$ cat src/rtl/ssx_cfg.svh
// Offsets, field positions and reset values of the subtract/xor/swap/sleep datapath.
// Assumes inclusion by bare name from the package and the core.
`ifndef SSX_CFG_SVH
`define SSX_CFG_SVH

// -------------------------------------------------------------------
// Register byte offsets
// -------------------------------------------------------------------
`define SSX_OFF_CMD       12'h000
`define SSX_OFF_ACC       12'h004
`define SSX_OFF_STATUS    12'h008
`define SSX_OFF_CTRL      12'h00C
`define SSX_OFF_DIR_A     12'h010
`define SSX_OFF_DIR_B     12'h014
`define SSX_OFF_DIR_C     12'h018
`define SSX_OFF_WDT       12'h01C
`define SSX_MEM_BASE_BIT  9

// -------------------------------------------------------------------
// Field positions
// -------------------------------------------------------------------
`define SSX_CMD_OP_MSB    15
`define SSX_CMD_OP_LSB    12
`define SSX_CMD_DEST_BIT  8
`define SSX_ST_C          0
`define SSX_ST_DC         1
`define SSX_ST_Z          2
`define SSX_ST_TO_N       3
`define SSX_ST_PD_N       4
`define SSX_ST_SLEEP      5
`define SSX_ST_BUSY       6
`define SSX_CTRL_WDT_EN   0
`define SSX_CTRL_WAKE     1

// -------------------------------------------------------------------
// Operand codes and reset values
// -------------------------------------------------------------------
`define SSX_SEL_DIR_A     8'h05
`define SSX_SEL_DIR_B     8'h06
`define SSX_SEL_DIR_C     8'h07
`define SSX_ACC_RST       8'h00
`define SSX_DIR_RST       8'hFF
`define SSX_WDT_RST       8'h00

`endif

$ cat src/rtl/ssx_pkg.sv
// Types shared by the datapath core.
// Assumes ssx_cfg.svh on the include path.
`include "ssx_cfg.svh"
package ssx_pkg;
    typedef enum logic [3:0] {
        OP_LIT_SUB  = 4'h1,
        OP_FILE_SUB = 4'h2,
        OP_FILE_SBB = 4'h3,
        OP_SWAP     = 4'h4,
        OP_XOR_LIT  = 4'h5,
        OP_XOR_FILE = 4'h6,
        OP_DIR_LOAD = 4'h7,
        OP_SLEEP    = 4'h8
    } ssx_op_type;

    typedef enum logic [2:0] {
        ST_IDLE = 3'b001,
        ST_READ = 3'b010,
        ST_EXEC = 3'b100
    } ssx_state_type;
endpackage

$ cat src/rtl/ssx_file_mem.sv
// File register memory, one port, registered read data.
// Assumes one access per cycle chosen by the core.
`timescale 1ns/1ns
`default_nettype none
module ssx_file_mem #(
    parameter int AW = 7,
    parameter int DW = 8
) (
    input  wire logic          clk_i,
    input  wire logic          rst_i,
    input  wire logic          we_i,
    input  wire logic [AW-1:0] addr_i,
    input  wire logic [DW-1:0] wdata_i,
    output logic      [DW-1:0] rdata_o
);
    logic [DW-1:0] mem_r [0:(1<<AW)-1];

    always_ff @(posedge clk_i) begin
        if (we_i) begin
            mem_r[addr_i] <= wdata_i;
        end
    end

    // Read before write: the core never needs the new value at once
    always_ff @(posedge clk_i) begin
        if (rst_i) begin
            rdata_o <= '0;
        end else begin
            rdata_o <= mem_r[addr_i];
        end
    end
endmodule
`default_nettype wire

$ cat src/rtl/ssx_core.sv
// Subtract, xor, nibble exchange, direction load and sleep datapath.
// Assumes a classic Wishbone master; one command runs at a time.
//
// Design decisions made here: the Wishbone slave port and the register offsets.
`timescale 1ns/1ns
`default_nettype none
`include "ssx_cfg.svh"
module ssx_core #(
    parameter int FILE_AW = 7,
    parameter int PRE_W   = 8
) (
    input  wire logic        clk_i,
    input  wire logic        rst_i,
    input  wire logic        wb_cyc_i,
    input  wire logic        wb_stb_i,
    input  wire logic        wb_we_i,
    input  wire logic [11:0] wb_adr_i,
    input  wire logic [3:0]  wb_sel_i,
    input  wire logic [31:0] wb_dat_i,
    output logic      [31:0] wb_dat_o,
    output logic             wb_ack_o,
    output logic      [7:0]  port_a_direction_o,
    output logic      [7:0]  port_b_direction_o,
    output logic      [7:0]  port_c_direction_o,
    output logic             osc_run_o
);
    import ssx_pkg::*;

    // ---------------------------------------------------------------
    // State
    // ---------------------------------------------------------------
    ssx_state_type      state_r;
    logic [15:0]        cmd_r;
    logic [7:0]         acc_r;
    logic               c_r;
    logic               dc_r;
    logic               z_r;
    logic               to_n_r;
    logic               pd_n_r;
    logic               sleep_r;
    logic               wdt_en_r;
    logic [7:0]         watchdog_counter_r;
    logic [PRE_W-1:0]   pre_r;
    logic [7:0]         dir_a_r;
    logic [7:0]         dir_b_r;
    logic [7:0]         dir_c_r;
    logic               ack_r;
    logic               pend_r;
    logic [31:0]        dat_r;
    logic [7:0]         mem_rdata;
    logic [FILE_AW-1:0] mem_addr;
    logic [7:0]         mem_wdata;
    logic               mem_we;

    function automatic logic is_mem(input logic [11:0] adr);
        return adr[`SSX_MEM_BASE_BIT];
    endfunction

    // ---------------------------------------------------------------
    // Bus decode
    // ---------------------------------------------------------------
    logic req;
    logic reg_wr;
    logic mem_ok;
    logic cmd_start;
    logic exec;
    assign req       = wb_cyc_i & wb_stb_i & ~ack_r & ~pend_r;
    assign reg_wr    = req & ~is_mem(wb_adr_i) & wb_we_i & wb_sel_i[0];
    assign mem_ok    = req & is_mem(wb_adr_i) & (state_r == ST_IDLE);
    // Commands while busy or asleep are dropped, not queued
    assign cmd_start = reg_wr & (wb_adr_i == `SSX_OFF_CMD) & wb_sel_i[1]
                       & (state_r == ST_IDLE) & ~sleep_r;
    assign exec      = (state_r == ST_EXEC);

    // ---------------------------------------------------------------
    // Execute
    // ---------------------------------------------------------------
    ssx_op_type op;
    logic [7:0] lit;
    logic       dest;
    logic [7:0] opa;
    logic [7:0] opb;
    logic       cin;
    logic [8:0] diff9;
    logic [4:0] nib5;
    logic [7:0] res;
    logic       is_sub;
    logic       hits_z;
    logic       to_file;
    logic       to_acc;
    assign op   = ssx_op_type'(cmd_r[`SSX_CMD_OP_MSB:`SSX_CMD_OP_LSB]);
    assign lit  = cmd_r[7:0];
    assign dest = cmd_r[`SSX_CMD_DEST_BIT];

    always_comb begin
        opa     = mem_rdata;
        opb     = acc_r;
        cin     = 1'b1;
        res     = 8'h00;
        is_sub  = 1'b0;
        hits_z  = 1'b0;
        to_file = 1'b0;
        to_acc  = 1'b0;
        case (op)
            OP_LIT_SUB: begin
                opa    = lit;
                is_sub = 1'b1;
                to_acc = 1'b1;
            end
            OP_FILE_SUB: begin
                is_sub = 1'b1;
            end
            OP_FILE_SBB: begin
                is_sub = 1'b1;
                cin    = c_r;
            end
            OP_SWAP: begin
                res = {mem_rdata[3:0], mem_rdata[7:4]};
            end
            OP_XOR_LIT: begin
                res    = acc_r ^ lit;
                hits_z = 1'b1;
                to_acc = 1'b1;
            end
            OP_XOR_FILE: begin
                res    = acc_r ^ mem_rdata;
                hits_z = 1'b1;
            end
            default: begin
            end
        endcase
        // Subtraction as a + ~b + cin; carry out is the no-borrow flag
        diff9 = {1'b0, opa} + {1'b0, ~opb} + {8'h00, cin};
        nib5  = {1'b0, opa[3:0]} + {1'b0, ~opb[3:0]} + {4'h0, cin};
        if (is_sub) begin
            res    = diff9[7:0];
            hits_z = 1'b1;
        end
        if (op == OP_FILE_SUB || op == OP_FILE_SBB || op == OP_SWAP
            || op == OP_XOR_FILE) begin
            to_file = dest;
            to_acc  = ~dest;
        end
    end

    // ---------------------------------------------------------------
    // Sequencer
    // ---------------------------------------------------------------
    always_ff @(posedge clk_i) begin
        if (rst_i) begin
            state_r <= ST_IDLE;
            cmd_r   <= 16'h0000;
        end else begin
            case (state_r)
                ST_IDLE: begin
                    if (cmd_start) begin
                        cmd_r   <= wb_dat_i[15:0];
                        state_r <= ST_READ;
                    end
                end
                ST_READ: state_r <= ST_EXEC;
                ST_EXEC: state_r <= ST_IDLE;
                default: state_r <= ST_IDLE;
            endcase
        end
    end

    // File memory port: core owns it whenever not idle
    always_comb begin
        mem_addr  = wb_adr_i[FILE_AW+1:2];
        mem_wdata = wb_dat_i[7:0];
        mem_we    = mem_ok & wb_we_i & wb_sel_i[0];
        if (state_r != ST_IDLE) begin
            mem_addr  = cmd_r[FILE_AW-1:0];
            mem_wdata = res;
            mem_we    = exec & to_file;
        end
    end

    ssx_file_mem #(.AW(FILE_AW), .DW(8)) i_ssx_file_mem (
        .clk_i   (clk_i),
        .rst_i   (rst_i),
        .we_i    (mem_we),
        .addr_i  (mem_addr),
        .wdata_i (mem_wdata),
        .rdata_o (mem_rdata)
    );

    // ---------------------------------------------------------------
    // Accumulator, arithmetic flags, direction registers
    // ---------------------------------------------------------------
    always_ff @(posedge clk_i) begin
        if (rst_i) begin
            acc_r <= `SSX_ACC_RST;
        end else if (exec && to_acc) begin
            acc_r <= res;
        end else if (reg_wr && wb_adr_i == `SSX_OFF_ACC) begin
            acc_r <= wb_dat_i[7:0];
        end
    end

    // Hardware update wins over a software write in the same cycle
    always_ff @(posedge clk_i) begin
        if (rst_i) begin
            c_r  <= 1'b0;
            dc_r <= 1'b0;
            z_r  <= 1'b0;
        end else if (exec && (is_sub || hits_z)) begin
            if (is_sub) begin
                c_r  <= diff9[8];
                dc_r <= nib5[4];
            end
            z_r <= (res == 8'h00);
        end else if (reg_wr && wb_adr_i == `SSX_OFF_STATUS) begin
            c_r  <= wb_dat_i[`SSX_ST_C];
            dc_r <= wb_dat_i[`SSX_ST_DC];
            z_r  <= wb_dat_i[`SSX_ST_Z];
        end
    end

    always_ff @(posedge clk_i) begin
        if (rst_i) begin
            dir_a_r <= `SSX_DIR_RST;
            dir_b_r <= `SSX_DIR_RST;
            dir_c_r <= `SSX_DIR_RST;
        end else if (exec && op == OP_DIR_LOAD) begin
            case (lit)
                `SSX_SEL_DIR_A: dir_a_r <= acc_r;
                `SSX_SEL_DIR_B: dir_b_r <= acc_r;
                `SSX_SEL_DIR_C: dir_c_r <= acc_r;
                default: begin
                end
            endcase
        end
    end

    // ---------------------------------------------------------------
    // Watchdog, sleep and power flags
    // ---------------------------------------------------------------
    logic do_sleep;
    logic wdt_ovf;
    assign do_sleep = exec & (op == OP_SLEEP);
    assign wdt_ovf  = wdt_en_r & (&pre_r) & (&watchdog_counter_r);

    always_ff @(posedge clk_i) begin
        if (rst_i) begin
            watchdog_counter_r <= `SSX_WDT_RST;
            pre_r              <= '0;
        end else if (do_sleep) begin
            watchdog_counter_r <= `SSX_WDT_RST;
            pre_r              <= '0;
        end else if (wdt_en_r) begin
            pre_r <= pre_r + 1'b1;
            if (&pre_r) begin
                watchdog_counter_r <= watchdog_counter_r + 8'h01;
            end
        end
    end

    // Sleep wins over a wake or a time-out in the same cycle
    always_ff @(posedge clk_i) begin
        if (rst_i) begin
            to_n_r  <= 1'b1;
            pd_n_r  <= 1'b1;
            sleep_r <= 1'b0;
        end else if (do_sleep) begin
            to_n_r  <= 1'b1;
            pd_n_r  <= 1'b0;
            sleep_r <= 1'b1;
        end else begin
            if (wdt_ovf) begin
                to_n_r  <= 1'b0;
                sleep_r <= 1'b0;
            end
            if (reg_wr && wb_adr_i == `SSX_OFF_CTRL && wb_dat_i[`SSX_CTRL_WAKE]) begin
                sleep_r <= 1'b0;
            end
        end
    end

    always_ff @(posedge clk_i) begin
        if (rst_i) begin
            wdt_en_r <= 1'b0;
        end else if (reg_wr && wb_adr_i == `SSX_OFF_CTRL) begin
            wdt_en_r <= wb_dat_i[`SSX_CTRL_WDT_EN];
        end
    end

    // ---------------------------------------------------------------
    // Bus answer
    // ---------------------------------------------------------------
    logic [31:0] reg_rd;
    logic [7:0]  st_byte;
    assign st_byte = {1'b0, (state_r != ST_IDLE), sleep_r, pd_n_r, to_n_r, z_r, dc_r, c_r};

    always_comb begin
        case (wb_adr_i)
            `SSX_OFF_CMD:    reg_rd = {16'h0000, cmd_r};
            `SSX_OFF_ACC:    reg_rd = {24'h000000, acc_r};
            `SSX_OFF_STATUS: reg_rd = {24'h000000, st_byte};
            `SSX_OFF_CTRL:   reg_rd = {31'h00000000, wdt_en_r};
            `SSX_OFF_DIR_A:  reg_rd = {24'h000000, dir_a_r};
            `SSX_OFF_DIR_B:  reg_rd = {24'h000000, dir_b_r};
            `SSX_OFF_DIR_C:  reg_rd = {24'h000000, dir_c_r};
            `SSX_OFF_WDT:    reg_rd = {24'h000000, watchdog_counter_r};
            default:         reg_rd = 32'h00000000;
        endcase
    end

    // Memory reads cost one extra cycle for the registered read port
    always_ff @(posedge clk_i) begin
        if (rst_i) begin
            ack_r  <= 1'b0;
            pend_r <= 1'b0;
            dat_r  <= 32'h00000000;
        end else begin
            ack_r <= 1'b0;
            if (pend_r) begin
                ack_r  <= 1'b1;
                pend_r <= 1'b0;
                dat_r  <= {24'h000000, mem_rdata};
            end else if (req && !is_mem(wb_adr_i)) begin
                ack_r <= 1'b1;
                dat_r <= reg_rd;
            end else if (mem_ok) begin
                ack_r  <= wb_we_i;
                pend_r <= ~wb_we_i;
            end
        end
    end

    assign wb_ack_o           = ack_r;
    assign wb_dat_o           = dat_r;
    assign port_a_direction_o = dir_a_r;
    assign port_b_direction_o = dir_b_r;
    assign port_c_direction_o = dir_c_r;
    assign osc_run_o          = ~sleep_r;
endmodule
`default_nettype wire

$ cat config.mk
export PLATFORM = sky130hd
export DESIGN_NAME = ssx_core
export DESIGN_NICKNAME = d
export VERILOG_FILES = /design/src/rtl/ssx_pkg.sv /design/src/rtl/ssx_file_mem.sv /design/src/rtl/ssx_core.sv
export VERILOG_INCLUDE_DIRS = /design/src /design/src/rtl
export SDC_FILE = /design/constraint.sdc
export NUM_CORES = 1
export LEC_CHECK = 0
export ABC_AREA = 0
export BUFFER_PORTS_ARGS = -buffer_cell sky130_fd_sc_hd__buf_2
export CAP_MARGIN = 15
export CORE_ASPECT_RATIO = 0.8
export CORE_MARGIN = 3
export CORE_UTILIZATION = 56
export CTS_CLUSTER_DIAMETER = 50
export DETAILED_ROUTE_END_ITERATION = 7
export HOLD_SLACK_MARGIN = 0.1
export PLACE_DENSITY = 0.76
export REMOVE_ABC_BUFFERS = 1
export SLEW_MARGIN = 40
export SYNTH_ARGS = -nofsm -noshare
export SYNTH_HDL_FRONTEND = slang
export SYNTH_SLANG_ARGS = --single-unit
export TNS_END_PERCENT = 5
$ cat constraint.sdc
create_clock -name clk_i -period 9.9 [get_ports clk_i]
set_clock_uncertainty 0.15 [all_clocks]
set_input_delay 1.485 -clock clk_i [delete_from_list [all_inputs] [get_ports clk_i]]
set_output_delay 1.485 -clock clk_i [all_outputs]
set_load 0.02 [all_outputs]
==> results.sh <==
export IMPL_post_route_period_util_pct=51.4
export IMPL_cts_buffers=98
export IMPL_ys_async_sr_fraction_pct=0
export IMPL_crit_path_max_fanout=76
export IMPL_ff2ff_path_depth=14
export IMPL_cts_resized=0
export IMPL_max_freq_mhz=196
export IMPL_cp_required_ns=10.12
export IMPL_syn_inst=2677
export IMPL_worstPathArrival_ns=5.31
export IMPL_first_pass_iters=6
export IMPL_areaGrowthSynthToFinish_pct=11.4
export IMPL_dp_hpwl_mm=62.3
export IMPL_clock_latency_ns=0.66
export IMPL_die_area_mm2=0.0801
export IMPL_min_path_type="flop to flop"
export IMPL_cts_tree="built"
export IMPL_grt_pass1_wl_mm=159
export IMPL_wire_per_inst_um=28.3
export IMPL_yosysSeqAreaShare_pct=76.2
export IMPL_dieHeight_um=254
export IMPL_grtUsageTotal_pct=26.7
export IMPL_drc_errors=0
export IMPL_fin_util_pct=63.3
export IMPL_fin_cells=3817
export IMPL_power_density_mw_per_mm2=196
export IMPL_antenna_left=0
export IMPL_clk_pin_slew_ns=0.06
export IMPL_finalSetupTns_ns=0
export IMPL_outcome="complete, no violations"
export IMPL_leakage_nw=14.6
export IMPL_yosysWarnings=0
export IMPL_post_cts_buffers=0
export IMPL_power_mw=9.40
export IMPL_pre_cts_ws_ns=4.65
export IMPL_numClockSinks=1124
export IMPL_synth_seq_cells=1124
export IMPL_synthesis_area_mm2=0.0430
export IMPL_via_per_inst=6.77
export IMPL_setup_ws_ns=4.81
export IMPL_grt_max_degree=132
export IMPL_grt_ovfl_total=0
export IMPL_drive_gt1_share_pct=13.2
export IMPL_cp_end_kind="flop"
export IMPL_cts_root_buffer="clkbuf_16"
export IMPL_gp_congestion=0.936
export IMPL_postSynthAreaPerCell_um2=16.1
export IMPL_synth_edf_count=1024
export IMPL_dp_cells=3628
export IMPL_rsz0062_at_grt="no"
export IMPL_final_nets=2781
export IMPL_period_needed_ns=5.09
export IMPL_cap_violations=0
export IMPL_grt_pass1_vias=24600
export IMPL_hold_viol_final=0
export IMPL_setup_viol=0
export IMPL_synth_flop_cell="edfxtp_1"
export IMPL_hold_buffers=0
export IMPL_clk_path_buf_depth=3
export IMPL_maxSlewViolCount=0
export IMPL_synth_cell_type_count=65
export IMPL_die_x_um=316
export IMPL_drtIter0Drc=4011
export IMPL_worstHoldPathCells=2
export IMPL_core_mm2=0.0757
export IMPL_io_buffers=76
export IMPL_maxSlewHeadroom_pct=40.4
export IMPL_tightestPinTransition_ns=0.891
export IMPL_routed_wl_mm=108
export IMPL_criticalPathCategory="flop to flop"
export IMPL_vias=25800
export IMPL_rows=90
export IMPL_antenna_found_initial=4
export IMPL_fill_cells=5150
export IMPL_ir_worst_vdd_mv=0.250
export IMPL_ios=111
export IMPL_cts_max_level=3
export IMPL_startpoint_type="flop"
export IMPL_start_util_pct=56.8
-- per-stage QoR --
stage                     hold slack (ns)  area [µm²]
after floorplan                     0.277       42100
final                               0.304       47900
after detailed placement            0.295       44600
after global routing                0.318       47900
after CTS                           0.306       47800
after global placement              0.285       44400
-- worst paths after layout --
check                                                from                                   end  slack [ns]
worst max-delay path               cmd_r[12]$_SDFFE_PP0P_  i_ssx_file_mem.mem_r[3][6]$_DFFE_PP_        4.81
worst min-delay path            wb_dat_o[15]$_SDFFE_PP0P_             wb_dat_o[15]$_SDFFE_PP0P_        0.30
worst max register to register     cmd_r[12]$_SDFFE_PP0P_  i_ssx_file_mem.mem_r[3][6]$_DFFE_PP_        4.81
worst min register to register  wb_dat_o[15]$_SDFFE_PP0P_             wb_dat_o[15]$_SDFFE_PP0P_        0.30
-- power breakdown --
| part | internal (mW) | switching, mW |
|---|---|---|
| registers | 5.17 | 0.00812 |
| logic | 0.105 | 0.279 |
| clock network | 2.15 | 1.68 |
-- cell families (layout without fill, tap and decap cells) --
family                   after synthesis  count (layout)  share of synthesized area, %
AO/OA/AOI/OAI                        822             822                          14.8
XOR/XNOR                              25              25                         0.509
adder cells (fa/ha/maj)               11              11                         0.355
buffers and inverters                223             331                          2.31
flip-flops                          1124            1124                          76.2
multiplexers                          55              55                          1.32
other                                  1              21                       0.00872
AND/OR/NAND/NOR                      416             416                          4.52
-- layout by cell type (no fill, tap or decap), drive strengths merged, types with 10 or more instances in the layout --
master,instances
conb,16
dfxtp,100
a211oi,13
mux2i,43
nand2,79
clkinv,43
xor2,10
nor2b,42
a211o,25
a221oi,132
bufinv,11
mux2,12
a22oi,269
buf,129
xnor2,15
a22o,130
clkbuf,123
inv,22
a31oi,130
o41ai,33
nand3,26
nor3,16
nor2,190
edfxtp,1024
o21ai,26
a21oi,32
-- metal layers --
metal  share of wire (%)  track usage (%)  wire, µm  vias up
met5                   0                0         0        -
met4                 2.8             8.47      3030        0
met3                  13             6.72     13500      207
met2                  46             39.8     49700     1679
met1                  39             39.1     41900    12900
li1                    -                -         -    11000
-- cell usage after synthesis (10+ instances only) --
master	instances	area (µm²)
a21oi_1	32	160
a31oi_1	130	813
clkbuf_1	117	439
o21ai_0	25	125
a22oi_1	269	2020
buf_1	22	82.6
a221oi_2	10	150
nor3_1	16	80.1
buf_4	16	120
a22o_1	130	1140
inv_1	18	67.6
o41ai_1	33	289
buf_2	45	225
dfxtp_1	100	2000
mux2_2	11	124
nand3_1	26	130
mux2i_1	43	430
xor2_1	10	87.6
edfxtp_1	1024	30700
nor2_1	190	713
nor2b_1	42	263
a221oi_1	122	1070
a211oi_1	13	97.6
xnor2_1	15	131
nand2_1	79	297
a211o_1	25	219
-- layout make-up --
cell class                 instances  area, µm²  share of cell area, %
sequential                      1124      32800                   68.4
multi-input combinational       1345       9720                   20.3
clock buffer                     122       2580                   5.40
tap                             1012       1270                   2.64
timing repair buffer             130        880                   1.84
clock inverter                    61        614                   1.28
inverter                          18       67.6                  0.141
antenna                            5       12.5                 0.0261
-- sequential cells by signal, indices dropped and copies added, names as in the netlist, 3 cells and up --
signal / cells
i_ssx_file_mem.mem_r: 1024
state_r: 3
port_c_direction_o: 8
i_ssx_file_mem.rdata_o: 8
wb_dat_o: 16
watchdog_counter_r: 8
acc_r: 8
port_a_direction_o: 8
port_b_direction_o: 8
cmd_r: 16
pre_r: 8
-- critical path, cell delays in order (launching register included) --
cell	delay, ns
dfxtp_1	0.54
nor4b_2	0.27
buf_4	0.24
mux2i_1	0.11
fa_1	0.44
fa_1	0.45
nor2b_1	0.12
o21ai_0	0.11
a21boi_0	0.29
o21ai_0	0.20
nor4b_1	0.20
or3_1	0.39
o21ai_4	0.13
buf_4	0.49
buf_6	0.54
Note: power is estimated with default switching activity, not from simulation.
